==> config.mk <==
export PLATFORM = sky130hd
export DESIGN_NAME = aei_top
export DESIGN_NICKNAME = d
export VERILOG_FILES = /design/src/rtl/aei_pkg.sv /design/src/rtl/aei_persist.sv /design/src/rtl/aei_top.sv
export SDC_FILE = /design/constraint.sdc
export NUM_CORES = 1
export LEC_CHECK = 0
export BUFFER_PORTS_ARGS = -buffer_cell sky130_fd_sc_hd__clkbuf_2
export CAP_MARGIN = 15
export CORE_ASPECT_RATIO = 1.2
export CORE_MARGIN = 2
export CORE_UTILIZATION = 42
export CTS_BUF_LIST = sky130_fd_sc_hd__clkbuf_4 sky130_fd_sc_hd__clkbuf_8 sky130_fd_sc_hd__clkbuf_16
export CTS_CLUSTER_DIAMETER = 40
export DETAILED_ROUTE_END_ITERATION = 12
export PLACE_DENSITY = 0.58
export SYNTH_ARGS = -nofsm -noshare
export SYNTH_HDL_FRONTEND = slang
export SYNTH_SLANG_ARGS = --single-unit
==> constraint.sdc <==
create_clock -name mclk -period 5.5 [get_ports mclk]
set_input_delay 1.1 -clock mclk [delete_from_list [all_inputs] [get_ports mclk]]
set_output_delay 1.1 -clock mclk [all_outputs]
set_load 0.01 [all_outputs]
==> src/rtl/aei_pkg.sv <==
// shared constants of the alarm and error interrupt block
package aei_pkg;

   // register bus geometry
   localparam int ADDR_W = 4;
   localparam int DATA_W = 8;

   // register offsets
   localparam logic [3:0] STATUS_OFS  = 4'h0;
   localparam logic [3:0] ENABLE_OFS  = 4'h1;
   localparam logic [3:0] BLOCK_OFS   = 4'h2;
   localparam logic [3:0] OOF_CFG_OFS = 4'h3;
   localparam logic [3:0] STATE_OFS   = 4'h4;

   // status and enable field positions (same layout in both)
   localparam int YEL_BIT = 0;
   localparam int AIS_BIT = 1;
   localparam int OOF_BIT = 2;
   localparam int LCV_BIT = 3;
   localparam int SRC_W   = 4;

   // block-level enable and live defect state positions
   localparam int BLOCK_ALARM_BIT = 0;
   localparam int STATE_YEL_BIT   = 0;
   localparam int STATE_AIS_BIT   = 1;
   localparam int STATE_OOF_BIT   = 2;

   // framing check configuration fields
   localparam int CNT4_W  = 4;
   localparam int TOL_LSB = 0;
   localparam int WIN_LSB = 4;

   // reset values
   localparam logic [3:0] STATUS_RST = 4'h0;
   localparam logic [3:0] ENABLE_RST = 4'h0;
   localparam logic       BLOCK_RST  = 1'b0;
   localparam logic [3:0] TOL_RST    = 4'h2;
   localparam logic [3:0] WIN_RST    = 4'h4;

   // timing: persistence times in ms, counts derived from the clock
   localparam int NS_PER_MS      = 1000000;
   localparam int CLK_PERIOD_NS  = 20;
   localparam int AIS_PERSIST_MS = 42;
   localparam int YEL_PERSIST_MS = 900;
   localparam int AIS_PERSIST_CYC =
      (AIS_PERSIST_MS * NS_PER_MS + CLK_PERIOD_NS - 1) / CLK_PERIOD_NS;
   localparam int YEL_PERSIST_CYC =
      (YEL_PERSIST_MS * NS_PER_MS + CLK_PERIOD_NS - 1) / CLK_PERIOD_NS;
   localparam int YEL_CLEAR_CYC = 1;

   // receive framing state
   typedef enum logic [0:0] {
      AEI_IN_FRAME     = 1'b0,
      AEI_OUT_OF_FRAME = 1'b1
   } aei_frame_e;

endpackage

==> src/rtl/aei_persist.sv <==
`timescale 1ns/1ps
// persistence filter: the defect flips only after the raw condition has
// disagreed with it for the given number of consecutive cycles
module aei_persist #(
   parameter int unsigned DECLARE_CYC = 2,
   parameter int unsigned CLEAR_CYC   = 2,
   parameter int unsigned CNT_W       = 32
) (
   input  wire logic mclk,   // system clock
   input  wire logic rst_n,  // synchronous reset, active low
   input  wire logic cond,   // raw condition, same clock domain
   output logic      defect  // filtered defect state, registered
);

   logic [CNT_W-1:0] cnt;
   logic [CNT_W-1:0] target;
   logic             differ;
   logic             done;

   // a glitch in the raw condition restarts the run from zero
   assign target = defect ? CNT_W'(CLEAR_CYC) : CNT_W'(DECLARE_CYC);
   assign differ = cond != defect;
   assign done   = differ && (cnt == target - CNT_W'(1));

   // run counter and defect state
   always_ff @(posedge mclk) begin
      if (!rst_n) begin
         cnt    <= '0;
         defect <= 1'b0;
      end else if (!differ) begin
         cnt <= '0;
      end else if (done) begin
         cnt    <= '0;
         defect <= ~defect;
      end else begin
         cnt <= cnt + CNT_W'(1);
      end
   end

endmodule

==> src/rtl/aei_top.sv <==
`timescale 1ns/1ps
module aei_top #(
   parameter int unsigned AIS_CYC     = aei_pkg::AIS_PERSIST_CYC,
   parameter int unsigned YEL_CYC     = aei_pkg::YEL_PERSIST_CYC,
   parameter int unsigned PERSIST_W   = 32
) (
   input  wire logic       mclk,                // system clock, 50 MHz
   input  wire logic       rst_n,               // synchronous reset
   input  wire logic [3:0] addr,                // register address
   input  wire logic [7:0] wr_data,             // register write data
   input  wire logic       wr_en,               // write strobe
   input  wire logic       rd_en,               // read strobe
   output logic      [7:0] rd_data,             // read data, next cycle
   input  wire logic       framing_bit_valid,   // a framing bit checked
   input  wire logic       framing_bit_err,     // that framing bit wrong
   input  wire logic       frame_sync_found,    // framer regained sync
   input  wire logic       ais_cond,            // raw all-ones condition
   input  wire logic       remote_alarm_cond,   // raw remote alarm pattern
   input  wire logic       line_code_violation, // one pulse per violation
   output logic            irq,                 // level interrupt request
   output logic            oof_defect,          // out-of-frame state
   output logic            ais_defect,          // filtered AIS state
   output logic            yellow_alarm         // filtered yellow state
);

   localparam int SW = aei_pkg::SRC_W;
   localparam int CW = aei_pkg::CNT4_W;

   // sticky flag update: a new event beats a simultaneous clear
   function automatic logic [SW-1:0] sticky(input logic [SW-1:0] cur,
                                            input logic [SW-1:0] clr,
                                            input logic [SW-1:0] set);
      sticky = (cur & ~clr) | set;
   endfunction

   // widen a narrow field into a byte with zeros above
   function automatic logic [7:0] zext4(input logic [3:0] v);
      zext4 = {4'h0, v};
   endfunction

   // register state
   logic [SW-1:0]          status;
   logic [SW-1:0]          enable;
   logic                   block_en;
   logic [CW-1:0]          tolerance;
   logic [CW-1:0]          window;
   aei_pkg::aei_frame_e    frame_state;
   logic [CW-1:0]          err_cnt;
   logic [CW-1:0]          bit_cnt;
   logic                   oof_prev;
   logic                   ais_prev;
   logic                   yel_prev;

   // next values and decode
   logic [SW-1:0]          next_status;
   logic [SW-1:0]          set_vec;
   logic [SW-1:0]          clr_vec;
   logic [SW-1:0]          wc_vec;
   logic [SW-1:0]          rd_vec;
   logic                   next_irq;
   logic [7:0]             next_rd_data;
   logic                   hit_status;
   logic                   hit_enable;
   logic                   hit_block;
   logic                   hit_cfg;
   logic                   hit_state;
   logic                   err_limit;
   logic                   win_end;
   logic                   oof_declare;
   logic                   oof_clear;
   logic [7:0]             state_byte;
   logic                   next_oof;

   // address decode for the plain register port
   assign hit_status = addr == aei_pkg::STATUS_OFS;
   assign hit_enable = addr == aei_pkg::ENABLE_OFS;
   assign hit_block  = addr == aei_pkg::BLOCK_OFS;
   assign hit_cfg    = addr == aei_pkg::OOF_CFG_OFS;
   assign hit_state  = addr == aei_pkg::STATE_OFS;

   // ------------------------------------------------------------------
   // out-of-frame detection: count errors over a window of framing bits
   // ------------------------------------------------------------------

   // tolerance of zero is treated as one so a stray error still counts
   assign err_limit = framing_bit_valid && framing_bit_err &&
                      (err_cnt + CW'(1) >= tolerance);
   assign win_end   = framing_bit_valid &&
                      (bit_cnt + CW'(1) >= window);
   assign oof_declare = (frame_state == aei_pkg::AEI_IN_FRAME) &&
                        err_limit;
   assign oof_clear   = (frame_state == aei_pkg::AEI_OUT_OF_FRAME) &&
                        frame_sync_found;

   // framing state machine; counters restart at every window boundary
   always_ff @(posedge mclk) begin
      if (!rst_n) begin
         frame_state <= aei_pkg::AEI_IN_FRAME;
      end else begin
         case (frame_state)
            aei_pkg::AEI_IN_FRAME: begin
               if (oof_declare) begin
                  frame_state <= aei_pkg::AEI_OUT_OF_FRAME;
               end
            end
            aei_pkg::AEI_OUT_OF_FRAME: begin
               if (oof_clear) begin
                  frame_state <= aei_pkg::AEI_IN_FRAME;
               end
            end
            default: begin
               frame_state <= aei_pkg::AEI_IN_FRAME;
            end
         endcase
      end
   end

   // error and bit counters, only meaningful while in frame
   always_ff @(posedge mclk) begin
      if (!rst_n) begin
         err_cnt <= '0;
         bit_cnt <= '0;
      end else if (frame_state != aei_pkg::AEI_IN_FRAME ||
                   oof_declare || win_end) begin
         err_cnt <= '0;
         bit_cnt <= '0;
      end else if (framing_bit_valid) begin
         bit_cnt <= bit_cnt + CW'(1);
         if (framing_bit_err) begin
            err_cnt <= err_cnt + CW'(1);
         end
      end
   end

   // next framing state as a plain bit, so the pin can be a flop and
   // still switch on the same edge as the state machine
   assign next_oof = (frame_state == aei_pkg::AEI_IN_FRAME) ?
                     oof_declare : !oof_clear;

   // out-of-frame pin, registered beside the state it mirrors
   always_ff @(posedge mclk) begin
      if (!rst_n) begin
         oof_defect <= 1'b0;
      end else begin
         oof_defect <= next_oof;
      end
   end

   // ------------------------------------------------------------------
   // persistence filters for AIS and remote alarm
   // ------------------------------------------------------------------

   // AIS needs the same dwell time in both directions
   aei_persist #(
      .DECLARE_CYC (AIS_CYC),
      .CLEAR_CYC   (AIS_CYC),
      .CNT_W       (PERSIST_W)
   ) u_ais (
      .mclk   (mclk),
      .rst_n  (rst_n),
      .cond   (ais_cond),
      .defect (ais_defect)
   );

   // yellow drops a cycle after the pattern goes away
   aei_persist #(
      .DECLARE_CYC (YEL_CYC),
      .CLEAR_CYC   (aei_pkg::YEL_CLEAR_CYC),
      .CNT_W       (PERSIST_W)
   ) u_yel (
      .mclk   (mclk),
      .rst_n  (rst_n),
      .cond   (remote_alarm_cond),
      .defect (yellow_alarm)
   );

   // previous defect states, for change detection
   always_ff @(posedge mclk) begin
      if (!rst_n) begin
         oof_prev <= 1'b0;
         ais_prev <= 1'b0;
         yel_prev <= 1'b0;
      end else begin
         oof_prev <= oof_defect;
         ais_prev <= ais_defect;
         yel_prev <= yellow_alarm;
      end
   end

   // ------------------------------------------------------------------
   // sticky status flags
   // ------------------------------------------------------------------

   // any edge of a defect state, declare or clear, is a change event
   assign set_vec[aei_pkg::YEL_BIT] = yellow_alarm != yel_prev;
   assign set_vec[aei_pkg::AIS_BIT] = ais_defect != ais_prev;
   assign set_vec[aei_pkg::OOF_BIT] = oof_defect != oof_prev;
   assign set_vec[aei_pkg::LCV_BIT] = line_code_violation;

   // flags clear both on read and by writing ones over them
   assign rd_vec  = (rd_en && hit_status) ? {SW{1'b1}} : '0;
   assign wc_vec  = (wr_en && hit_status) ? wr_data[SW-1:0] : '0;
   assign clr_vec = rd_vec | wc_vec;

   assign next_status = sticky(status, clr_vec, set_vec);

   always_ff @(posedge mclk) begin
      if (!rst_n) begin
         status <= aei_pkg::STATUS_RST;
      end else begin
         status <= next_status;
      end
   end

   // ------------------------------------------------------------------
   // writable registers
   // ------------------------------------------------------------------

   // only bits 3..0 are kept; bit 4 and up are not stored, so a stray
   // one there cannot disturb anything
   always_ff @(posedge mclk) begin
      if (!rst_n) begin
         enable <= aei_pkg::ENABLE_RST;
      end else if (wr_en && hit_enable) begin
         enable <= wr_data[SW-1:0];
      end
   end

   // block-level alarm enable
   always_ff @(posedge mclk) begin
      if (!rst_n) begin
         block_en <= aei_pkg::BLOCK_RST;
      end else if (wr_en && hit_block) begin
         block_en <= wr_data[aei_pkg::BLOCK_ALARM_BIT];
      end
   end

   // framing check tolerance and window
   always_ff @(posedge mclk) begin
      if (!rst_n) begin
         tolerance <= aei_pkg::TOL_RST;
         window    <= aei_pkg::WIN_RST;
      end else if (wr_en && hit_cfg) begin
         tolerance <= wr_data[aei_pkg::TOL_LSB +: CW];
         window    <= wr_data[aei_pkg::WIN_LSB +: CW];
      end
   end

   // ------------------------------------------------------------------
   // read path, one cycle latency; unmapped addresses read zero
   // ------------------------------------------------------------------

   assign state_byte = {5'h00, oof_defect, ais_defect, yellow_alarm};

   // reserved upper bits always read as zero
   assign next_rd_data =
      hit_status ? zext4(status) :
      hit_enable ? zext4(enable) :
      hit_block  ? {7'h00, block_en} :
      hit_cfg    ? {window, tolerance} :
      hit_state  ? state_byte :
                   8'h00;

   always_ff @(posedge mclk) begin
      if (!rst_n) begin
         rd_data <= 8'h00;
      end else if (rd_en) begin
         rd_data <= next_rd_data;
      end else begin
         rd_data <= 8'h00;
      end
   end

   // ------------------------------------------------------------------
   // interrupt request
   // ------------------------------------------------------------------

   // registered from the current flags: one cycle behind them, which
   // keeps the pin glitch free at the cost of a cycle of latency
   assign next_irq = block_en &&
                     (|(status & enable));

   always_ff @(posedge mclk) begin
      if (!rst_n) begin
         irq <= 1'b0;
      end else begin
         irq <= next_irq;
      end
   end

endmodule

* Yosys cells after proc, flatten, opt, wreduce, memory -nomap -nowiden
Index checks and enable logic that the tools add are counted.
Operators by class: add/subtract/negate cells 5, $mul 0, divide/modulo/power cells 0, order comparisons 2, equal/unequal tests 11, shift-type cells 0, multiplexer cells 12, bitwise operators 12, reductions and logical operators 26
Operators with widths (number):
- 32-bit by 1-bit adder with 32-bit output (second input constant) | 2
- 32-bit by 22-bit == test with 1-bit output (second input constant) | 1
- 32-bit == test | 1
- 32-bit by 1-bit subtractor with 32-bit output (second input constant) | 1
- 26-bit 2-to-1 mux | 1
- 4-bit 2-to-1 mux | 5
- 1-bit logical AND | 13
- 4-bit by 1-bit adder with 4-bit output (second input constant) | 2
- 4-bit bitwise AND | 2
- 4-bit by 2-bit == test with 1-bit output (second input constant) | 2
- 4-bit >= comparator | 2
- 8-bit 2-to-1 mux | 1
- 4-bit bitwise OR | 2
- 2-bit AND reduction | 4
- 1-bit inverter | 7
- 3-bit OR reduction | 2
- 1-bit != test | 5
- 5-bit OR reduction | 1
- 4-bit by 1-bit == test with 1-bit output (second input constant) | 1
- 4-bit by 3-bit == test with 1-bit output (second input constant) | 1
- 4-bit zero test | 1
- 4-bit inverter | 1
- 4-bit OR reduction | 1
- 1-bit 2-to-1 mux | 3
- 5 further kinds | 6
Storage, ports and cells: flip-flop bits (word level) 105, latch bits 0, RAM bits 0, memory bits (read-only) 0, input port bits 22, word-level logic and storage cells 87, memories kept 0

* Longest topological paths before layout
Gate-level depths: netlist of run 1.
word-level depth 7, depth in mapped cells 7, gate-level depth less buffers 6

* By module
From an unflattened synthesis of run 1, not the netlist that was laid out.
Unflattened totals: cells, all modules 555, area, all modules 5023.6 µm²
Modules (own cells, without submodules):
- aei_top | instances 1, cells an instance 193, area an instance 1798.0 µm², seq. area each 760.7 µm²
- aei_persist (u_ais) | instances 1, cells an instance 186, area an instance 1614.0 µm², seq. area each 660.6 µm²
- aei_persist (u_yel) | instances 1, cells an instance 176, area an instance 1611.5 µm², seq. area each 660.6 µm²

* Worst setup path before layout of run 1
No wires, ideal clock.
kind input to register, start in addr[1], end reg status[3], library setup time 115 ps, data arrival time 2435 ps, required time 5385 ps, setup slack 2950 ps, stages 6, path buffers 2, cell sequence clkbuf_1 -> or3_1 -> or2_2 -> clkbuf_1 -> o21a_1 -> o21a_1
Between the ends: cells in the longest elaborated chain, start to end 7, elaborated cells on any way between the ends 9, classes of those cells 2 x mux; 4 x bitwise; 3 x reduce/logical
Ends and longest elaborated chain:
- start, declared | line aei_top.sv:9 | input wire logic [3:0] addr,
- 4-bit zero test * | line aei_top.sv:75 | assign hit_status = addr == aei_pkg::STATUS_OFS;
- 1-bit logical AND (on tied branches) | line aei_top.sv:201, aei_top.sv:202
- 4-bit 2-to-1 mux (on tied branches) | line aei_top.sv:201, aei_top.sv:202
- 4-bit bitwise OR * | line aei_top.sv:203 | assign clr_vec = rd_vec | wc_vec;
- 4-bit inverter * | line aei_top.sv:33 | sticky = (cur & ~clr) | set;
- 4-bit bitwise AND * | line aei_top.sv:33
- 4-bit bitwise OR * | line aei_top.sv:33
- end signal, assigned | line aei_top.sv:209 | status <= aei_pkg::STATUS_RST;
- end signal, assigned | line aei_top.sv:211 | status <= next_status;
- end, declared | line aei_top.sv:42 | logic [SW-1:0] status;
Mark *: on every way between the ends. The rest lies on a longest branch, timed or not. A chain may end at the register's enable or synchronous reset.

* Final worst setup path of run 1
start in addr[0], end reg tolerance[3]
Between the ends: cells in the longest elaborated chain, start to end 2
Ends and longest elaborated chain:
- 4-bit by 2-bit == test with 1-bit output | line aei_top.sv:78 | assign hit_cfg = addr == aei_pkg::OOF_CFG_OFS;
- 1-bit logical AND | line aei_top.sv:243 | end else if (wr_en && hit_cfg) begin
- end signal, assigned | line aei_top.sv:241 | tolerance <= aei_pkg::TOL_RST;
- end signal, assigned | line aei_top.sv:244 | tolerance <= wr_data[aei_pkg::TOL_LSB +: CW];
- end, declared | line aei_top.sv:45 | logic [CW-1:0] tolerance;
Every way passes these cells.

==> results of run 1 <==
layout by cell type, fill, tap and decap left out, types with 4 or more instances in the layout:
| master | count |
|---|---|
| and4_1 | 8 |
| xor2_1 | 54 |
| dfxtp_1 | 104 |
| nor3_1 | 19 |
| o21ai_0 | 6 |
| nand2_1 | 30 |
| nand3_1 | 34 |
| clkbuf_2 | 33 |
| nor4_1 | 12 |
| mux2i_1 | 14 |
| xnor2_1 | 18 |
| nand4_1 | 26 |
| ha_1 | 12 |
| clkbuf_16 | 9 |
| inv_1 | 12 |
| nor2b_1 | 16 |
| a21oi_1 | 15 |
| and2_1 | 7 |
| and3_1 | 15 |
| nor2_1 | 76 |
| or3_1 | 5 |
| a22oi_1 | 4 |
area by class of cell:
cell class | instances | share of cell area, %
Clock inverter | 7 | 1.302
Inverter | 12 | 0.8370
Tap cell | 154 | 3.581
Multi-Input combinational cell | 406 | 48.06
Timing Repair Buffer | 34 | 3.348
Sequential cell | 104 | 38.69
Clock buffer | 9 | 4.185
state kept, by name, indices dropped and copies added (netlist names):
name	flops
err_cnt	4
u_ais.cnt	32
frame_state	1
oof_prev	1
tolerance	4
u_yel.defect	1
enable	4
ais_prev	1
rd_data	8
u_ais.defect	1
bit_cnt	4
window	4
yel_prev	1
status	4
irq	1
u_yel.cnt	32
block_en	1
report_power, final:
group          total [mW]  leakage (nW)  switching [mW]  internal (mW)
registers           0.770         0.839         0.00878          0.761
logic              0.0704         0.993          0.0413         0.0291
clock network       0.637         0.146           0.283          0.354
total                1.48          1.98           0.333           1.14
through the flow:
stage	area, um2	util, %	worst slack (ns)	hold slack [ns]	std cells
finish	5381	48.53	3.110	0.4729	726
floorplan	4822	-	2.950	0.4240	542
global placement	5071	45.73	2.540	0.4525	709
detailed placement	5071	45.73	2.448	0.4645	709
global route	5381	48.53	2.935	0.4995	726
CTS	5366	48.40	2.817	0.4787	725
how the worst max path moves through the flow:
stage | cells past startpoint | to
global placement | 6 | u_yel.cnt[27]
finish | 5 | tolerance[3]
detailed placement | 6 | u_yel.cnt[3]
global route | 5 | u_ais.cnt[31]
CTS | 6 | u_yel.cnt[3]
floorplan | 6 | status[3]
cells by family (layout without fill, tap and decap cells):
family,count (synthesis),in the layout,share of synthesized area [%]
and+or+nand+nor,266,266,29.11
DFF,104,104,43.18
xor gates and xnor gates,72,72,13.08
AOI/OAI and AO/OA,42,42,5.423
buffers and inverters,32,62,3.191
muxes,14,14,2.906
adders and majority gates,12,12,3.114
worst max-delay path: stages:
cell and delay (ns):
clkbuf_2 0.20, nand2_1 0.21, nor2_1 0.78, mux2i_1 0.27
nor2b_1 0.06
metal layers:
metal  routed length [um]  track usage, %  vias to the layer above
met5                    0               0                        -
met4                  112           4.917                        0
met3                  391           3.571                       11
met2                 4503           26.93                       59
met1                 4681           22.31                     1765
li1                     -               -                     1941
==> results by stage, run 1 <==
Outcome:
- The run finished with clean final reports.

Flow run:
- The max-cap check violation count is 0.

Drt:
- Dividing the detail-routed via count by the number of cells gives about 5.2.
- The detailed router placed ~3800 vias in this run.
- The routed wire length per instance is roughly 13 um.
- The initial DRC count is ~130.
- The detail route stage leaves a number of antenna-violating nets equal to 0.
- Before antenna repair, the detailed router went through 4 iterations.
- In the routed design, unresolved DRC markers number 0.
- The post-detailed-routing wire length is 9.689 mm.

Setup path:
- In this run the worst setup path begins at addr[0].
- The register-to-register setup slack is between 3 and 4 ns.
- The maximum fanout along the worst path is 12.
- For the worst setup path, the data arrival time is between 2 and 3 ns.
- The worst register-to-register path begins at u_ais.cnt[22].
- The nature of the critical path endpoint is a flip-flop.
- STA classifies the critical path startpoint as a primary input.
- The type of the worst setup path is in -> reg.
- The worst reg2reg path depth is 5.
- The required time of the worst setup path is about 5.7 ns.
- The endpoint identified for the worst register-to-register timing path is u_ais.cnt[17].

Placement:
- The half-perimeter wire length after detailed placement is 6.844 mm.
- The total of buffers placed on input and output ports is 33.
- The final weighted congestion in routability-driven placement is a little under 0.8.

Global route:
- The aggregate global routing overflow is 0.
- The first global-routing pass estimated about 17 mm of wire.
- The aggregate global-route resource usage is about 17%.
- The number of antenna violations at the first check in global routing is 0.
- The number of global-route vias before repair came to 3600.
- The maximum number of pins on one net before global-route repair is 33.

Floorplanning:
- Row generation in the floorplan step produced 42 rows.
- In this run the horizontal extent of the chip is about 100 um.
- The overall die area is approximately 0.012 mm2.
- The floorplan step set the die height to 121.4 um.
- The area of the placeable core is around 0.011 mm2.
- The initial utilization of the core area, before any placement, comes to 43.49%.
- The count of pins on the block boundary is 34.

Clock tree:
- The cell chosen for the clock root is clkbuf_16.
- Once the clock tree was built, the resizer swapped 0 gates to a different size.
- The number of buffers added to fix hold violations after cts is 0.
- The number of buffers on the longest clock path is 2.
- The clock buffer count from CTS is 9.
- The clock tree from TritonCTS is done.
- The clock tree synthesis step divided the H-tree into 3 levels.
- For this design, the sink count on the clock tree is roughly 100.
- The source-to-sink clock delay at the later pin of the worst-skew pair is 0.34 ns.
- The clock-pin slew on the worst setup and hold paths is approximately 0.07 ns.
- The post-CTS setup buffer count is 0.

Power:
- The design draws roughly 1.5 mW.
- For this design the static power due to leakage is between 1.5 and 2 nW.
- In this run the power density over the cells is ~270 mW/mm2.
- The worst-case IR drop observed on VDD is 0.1147 mV.

Logic synthesis:
- Yosys mapped the design onto 41 distinct sky130hd cell types.
- The Yosys step of the flow raised 0 warnings.
- The largest area contributor in the netlist is dfxtp_1.
- The post-synthesis sequential area ratio is about 43%.
- The average instance in the mapped netlist occupies 8.897 um2.
- The most common flop cell mapped by yosys is dfxtp_1.
- The fraction of post-synthesis cell area in the top cell type by area is between 40% and 50%.
- Synthesis produced around 540 cells.
- Counting flops with an async set or reset pin after synthesis yields a share of 0%.
- In this run the cell area of the synthesized design comes to between 0.004 and 0.005 mm2.
- Synthesis inferred 104 register bits.
- The count of flip-flops with a built-in enable after synthesis is 0.
- By area the synthesized netlist is led by dfxtp_1 43%, xor2_1 9.8%, nor2_1 5.9%.
- By count the netlist is led by 104 x dfxtp_1, 76 x nor2_1, 54 x xor2_1.
- When the netlist entered floorplanning its net count stood at between 500 and 600.
- The leading cell type by number of instances after synthesis is dfxtp_1.

Timing:
- Setup violations remaining at the end of the flow were counted as 0.
- Counting I/O delays and the setup requirement, the final critical path takes 2.390 ns.
- The final clock period utilization by the worst path is between 40% and 50%.
- Derived from the worst setup path, the maximum achievable clock frequency is 418.5 MHz.
- Setup repair after global routing left no endpoint under its margin.
- The clock arrives with approximately 0.0077 ns of skew.
- The total negative slack is 0 ns.
- For the pin with the worst max-slew slack, the measured transition is ~1.0 ns.
- The final hold violation count is 0.
- The worst pin sits at a relative slew slack of 32.76%.
- The count of final max-slew check failures is 0.

Cells and area:
- The fill cell total of the finished layout is 1089.
- Summing all multi-input logic gate instances after layout gives 0.002586 mm2.
- The share of post-route cells with drive strength above 1 is 9.615%.
- For this run, the post-layout net count is approximately 600.
- The area growth from synthesis to layout is 11.60%.
- Across the whole layout, storage elements account for 0.002082 mm2.
- 0 antenna diodes ended up in the layout.

Worst hold path:
- The worst hold path passes through 2 cells.
- The worst hold path belongs to the class reg -> reg.
- The launch instance of the worst min-delay path is window[0].
- The path with the worst hold slack has its endpoint at rd_data[4].
Power figures use the tool's default switching activity.
==> run 2, diff against run 1 <==
==> constraint.sdc (replaced) <==
create_clock -name mclk -period 2.3 [get_ports mclk]
set_input_delay 0.46 -clock mclk [delete_from_list [all_inputs] [get_ports mclk]]
set_output_delay 0.46 -clock mclk [all_outputs]
set_load 0.01 [all_outputs]
==> results by stage, run 2 (synthesized netlist as in run 1, its figures left out) <==
Outcome:
- The run finished with clean final reports.

Cells and area:
- The largest registers in the layout are u_ais.cnt: 32 flops, u_yel.cnt: 32 flops, rd_data: 8 flops.
- In the layout the commonest cells are 104 x dfxtp_1, 76 x nor2_1, 54 x xor2_1.
- The fill cell total of the finished layout was 1043 (-4.2%).
- The final-stage net count is 617 (+2.7%).
- The share of post-route cells with drive strength above 1 is 11.93% (+2.3 points).
- The register area came to 0.002082 mm2 (unchanged).
- The most common library cell in the layout ignoring fill and taps is dfxtp_1.
- The area taken by multi-input logic gates was 0.002626 mm2 (+1.5%).
- The count of inserted antenna diode cells is 0 (unchanged).
- Compared with the post-synthesis result, the final layout area differs by 14.37%.
- The final instance area was 0.005515 mm2 (+2.5%).

Power:
- The net switching share of the total power was 21.86% (-0.70 points).
- The net switching power figure was 0.7747 mW (+130%).
- The relative contribution of sequential cells to total power came to 51.9% (-0.2 points).
- The power per cell area is 642.7 mW/mm2 (+130%).
- The worst ir drop on vdd is 0.3716 mV (+220%).
- The fraction of power consumed by the clock network is 43.0% (about the same).
- The internal power of the cells is 2.770 mW (+140%).
- The combinational group share of total power is 5.1% (+0.3 points).
- The reported leakage power came to 2.071 nW (+4.7%).

Timing:
- The worst hold margin is 0.3220 ns (-0.1508 ns).
- The final clock period utilization by the worst path is 95.68%.
- The worst-margin pin slew is 0.5926 ns (-0.4068 ns).
- The total negative slack was 0 ns (unchanged).
- The final hold violation count is 0 (unchanged).
- The shortest period the worst path allows is ~2.2 ns.
- Setup repair after global routing left no endpoint under its margin.
- The headroom to the max-slew limit was 60.36% (+28 points).
- The count of final max-slew check failures is 0 (unchanged).
- The upper clock frequency limit is about 450 MHz.
- The setup skew after layout is 0.005980 ns (-0.001675 ns).
- The number of setup violations in the final report is 0 (unchanged).

Global route:
- The aggregate global routing overflow is 0 (unchanged).
- The maximum number of pins on one net before global-route repair is 33 (unchanged).
- The number of global-route vias before repair was 3549 (-1.4%).
- The aggregate global-route resource usage was 17.07% (+0.39 points).
- The global-route wire length before repair came to 16.66 mm (+0.33%).
- The number of antenna violations at the first check in global routing is 0 (unchanged).

Setup path:
- The maximum fanout along the worst path came to 16 (+4).
- The required time of the worst setup path is 2.53 ns (-3.20 ns).
- The worst setup path is launched from a flip-flop.
- The nature of the critical path endpoint is a flip-flop.
- The data arrival time at the worst-slack endpoint is 2.43 ns (-0.19 ns).
- The type of the worst setup path is reg -> reg.

Clock tree:
- The clock sink total is 104 (unchanged).
- The clock buffer count from CTS was 9 (unchanged).
- The depth of the CTS H-tree came to 3 (unchanged).
- The source-to-sink clock delay at the later pin of the worst-skew pair is 0.35 ns (about the same).
- The post-CTS setup buffer count came to 0 (unchanged).
- The number of buffers added to fix hold violations after cts is 0 (unchanged).
- The number of buffers on the longest clock path came to 2 (unchanged).
- TritonCTS built the clock tree.
- The count of instances resized after the clock tree is built is 0 (unchanged).
- Clock tree synthesis selected as its root buffer the cell clkbuf_16.
- The clock-pin slew on the worst setup and hold paths is 0.07 ns (about the same).

Drt:
- The count of TritonRoute iterations in the first routing pass is 4 (unchanged).
- The via density per instance came to 5.238 (+0.70%).
- The routed wire length per instance came to 13.65 um (+2.3%).
- The initial DRC count is 188 (+46%).
- The post-detailed-routing wire length was 10.11 mm (+4.4%).
- The count of unresolved DRC violations after routing is 0 (unchanged).
- The number of vias after detailed routing is 3881 (+2.8%).
- The number of nets still failing antenna checks after routing is 0 (unchanged).

Placement:
- The final weighted congestion in routability-driven placement is 0.8607 (+12%).
- The half-perimeter wire length after detailed placement is 7.014 mm (+2.5%).
- The total of buffers placed on input and output ports is 33 (unchanged).
- The post-place instance area came to 0.005184 mm2 (+2.2%).

Worst hold path:
- The path class of the tightest hold or removal check is in -> reg.

Floorplanning:
- The width of the die is 101.8 um (unchanged).
- The vertical extent of the die is 121.4 um (unchanged).
- The initial cell density of the core is 43.49% (unchanged).
- The number of placement rows is 42 (unchanged).
- The overall die area is 0.01236 mm2 (unchanged).
- The count of pins on the block boundary came to 34 (unchanged).
- The area of the placeable core is 0.01109 mm2 (unchanged).

Flow run:
- The max-cap check violation count is 0 (unchanged).
## run 2: path summary, 6_finish.rpt
| check | from | endpoint | slack (ns) | cells past startpoint |
|---|---|---|---|---|
| worst max-delay path | u_ais.cnt[22] | u_ais.cnt[28] | 0.1 | 5 |
| worst max register to register | u_ais.cnt[22] | u_ais.cnt[28] | 0.1 | 5 |
| worst min register to register | window[0] | rd_data[4] | 0.48 | 2 |
| worst min-delay path | line_code_violation | status[3] | 0.32 | 2 |
## run 2: power groups by stage
stage / sequential (mW) / combinational (mW) / clock (mW)
6_report: 1.84 / 0.180 / 1.52
3_5_place_dp: 1.88 / 0.175 / 0
4_1_cts: 1.84 / 0.176 / 1.56
5_1_grt: 1.84 / 0.206 / 1.63
2_1_floorplan: 1.88 / 0.119 / 0
3_3_place_gp: 1.88 / 0.173 / 0
## run 2: critical path, cell delays in order, from the launching register on
cell and delay, ns:
dfxtp_1 0.33, or4b_1 0.51, or4_1 0.53, nor4_4 0.31
nand3b_4 0.33, nor2_1 0.08
## run 2: cell type report
cell class | count | share of cell area (%)
clock buffers | 11 | 4.469
clock inverters | 4 | 0.8167
inverters | 12 | 0.8167
multi-input cells | 408 | 47.62
flip-flops and latches | 104 | 37.75
well taps | 154 | 3.494
repair buffers | 48 | 5.036
## run 2: metrics by stage
step / power [mW] / util [%] / setup WS [ns] / cells
2_1_floorplan: 1.996 / - / 0.1888 / 542
3_3_place_gp: 2.054 / 46.75 / 0.07552 / 724
3_5_place_dp: 2.056 / 46.75 / 0.02784 / 724
4_1_cts: 3.574 / 49.38 / 0.02470 / 739
5_1_grt: 3.676 / 49.74 / 0.03158 / 741
6_report: 3.545 / 49.74 / 0.09946 / 741
## run 2: routing by layer
layer  global-route usage, %  vias to the layer above  share of wire [%]
met3                   3.168                       14                4.5
met4                   8.583                        0                2.3
met5                       0                        -                  0
li1                        -                     1966                  -
met1                   21.99                     1820                 47
met2                   27.10                       81                 46
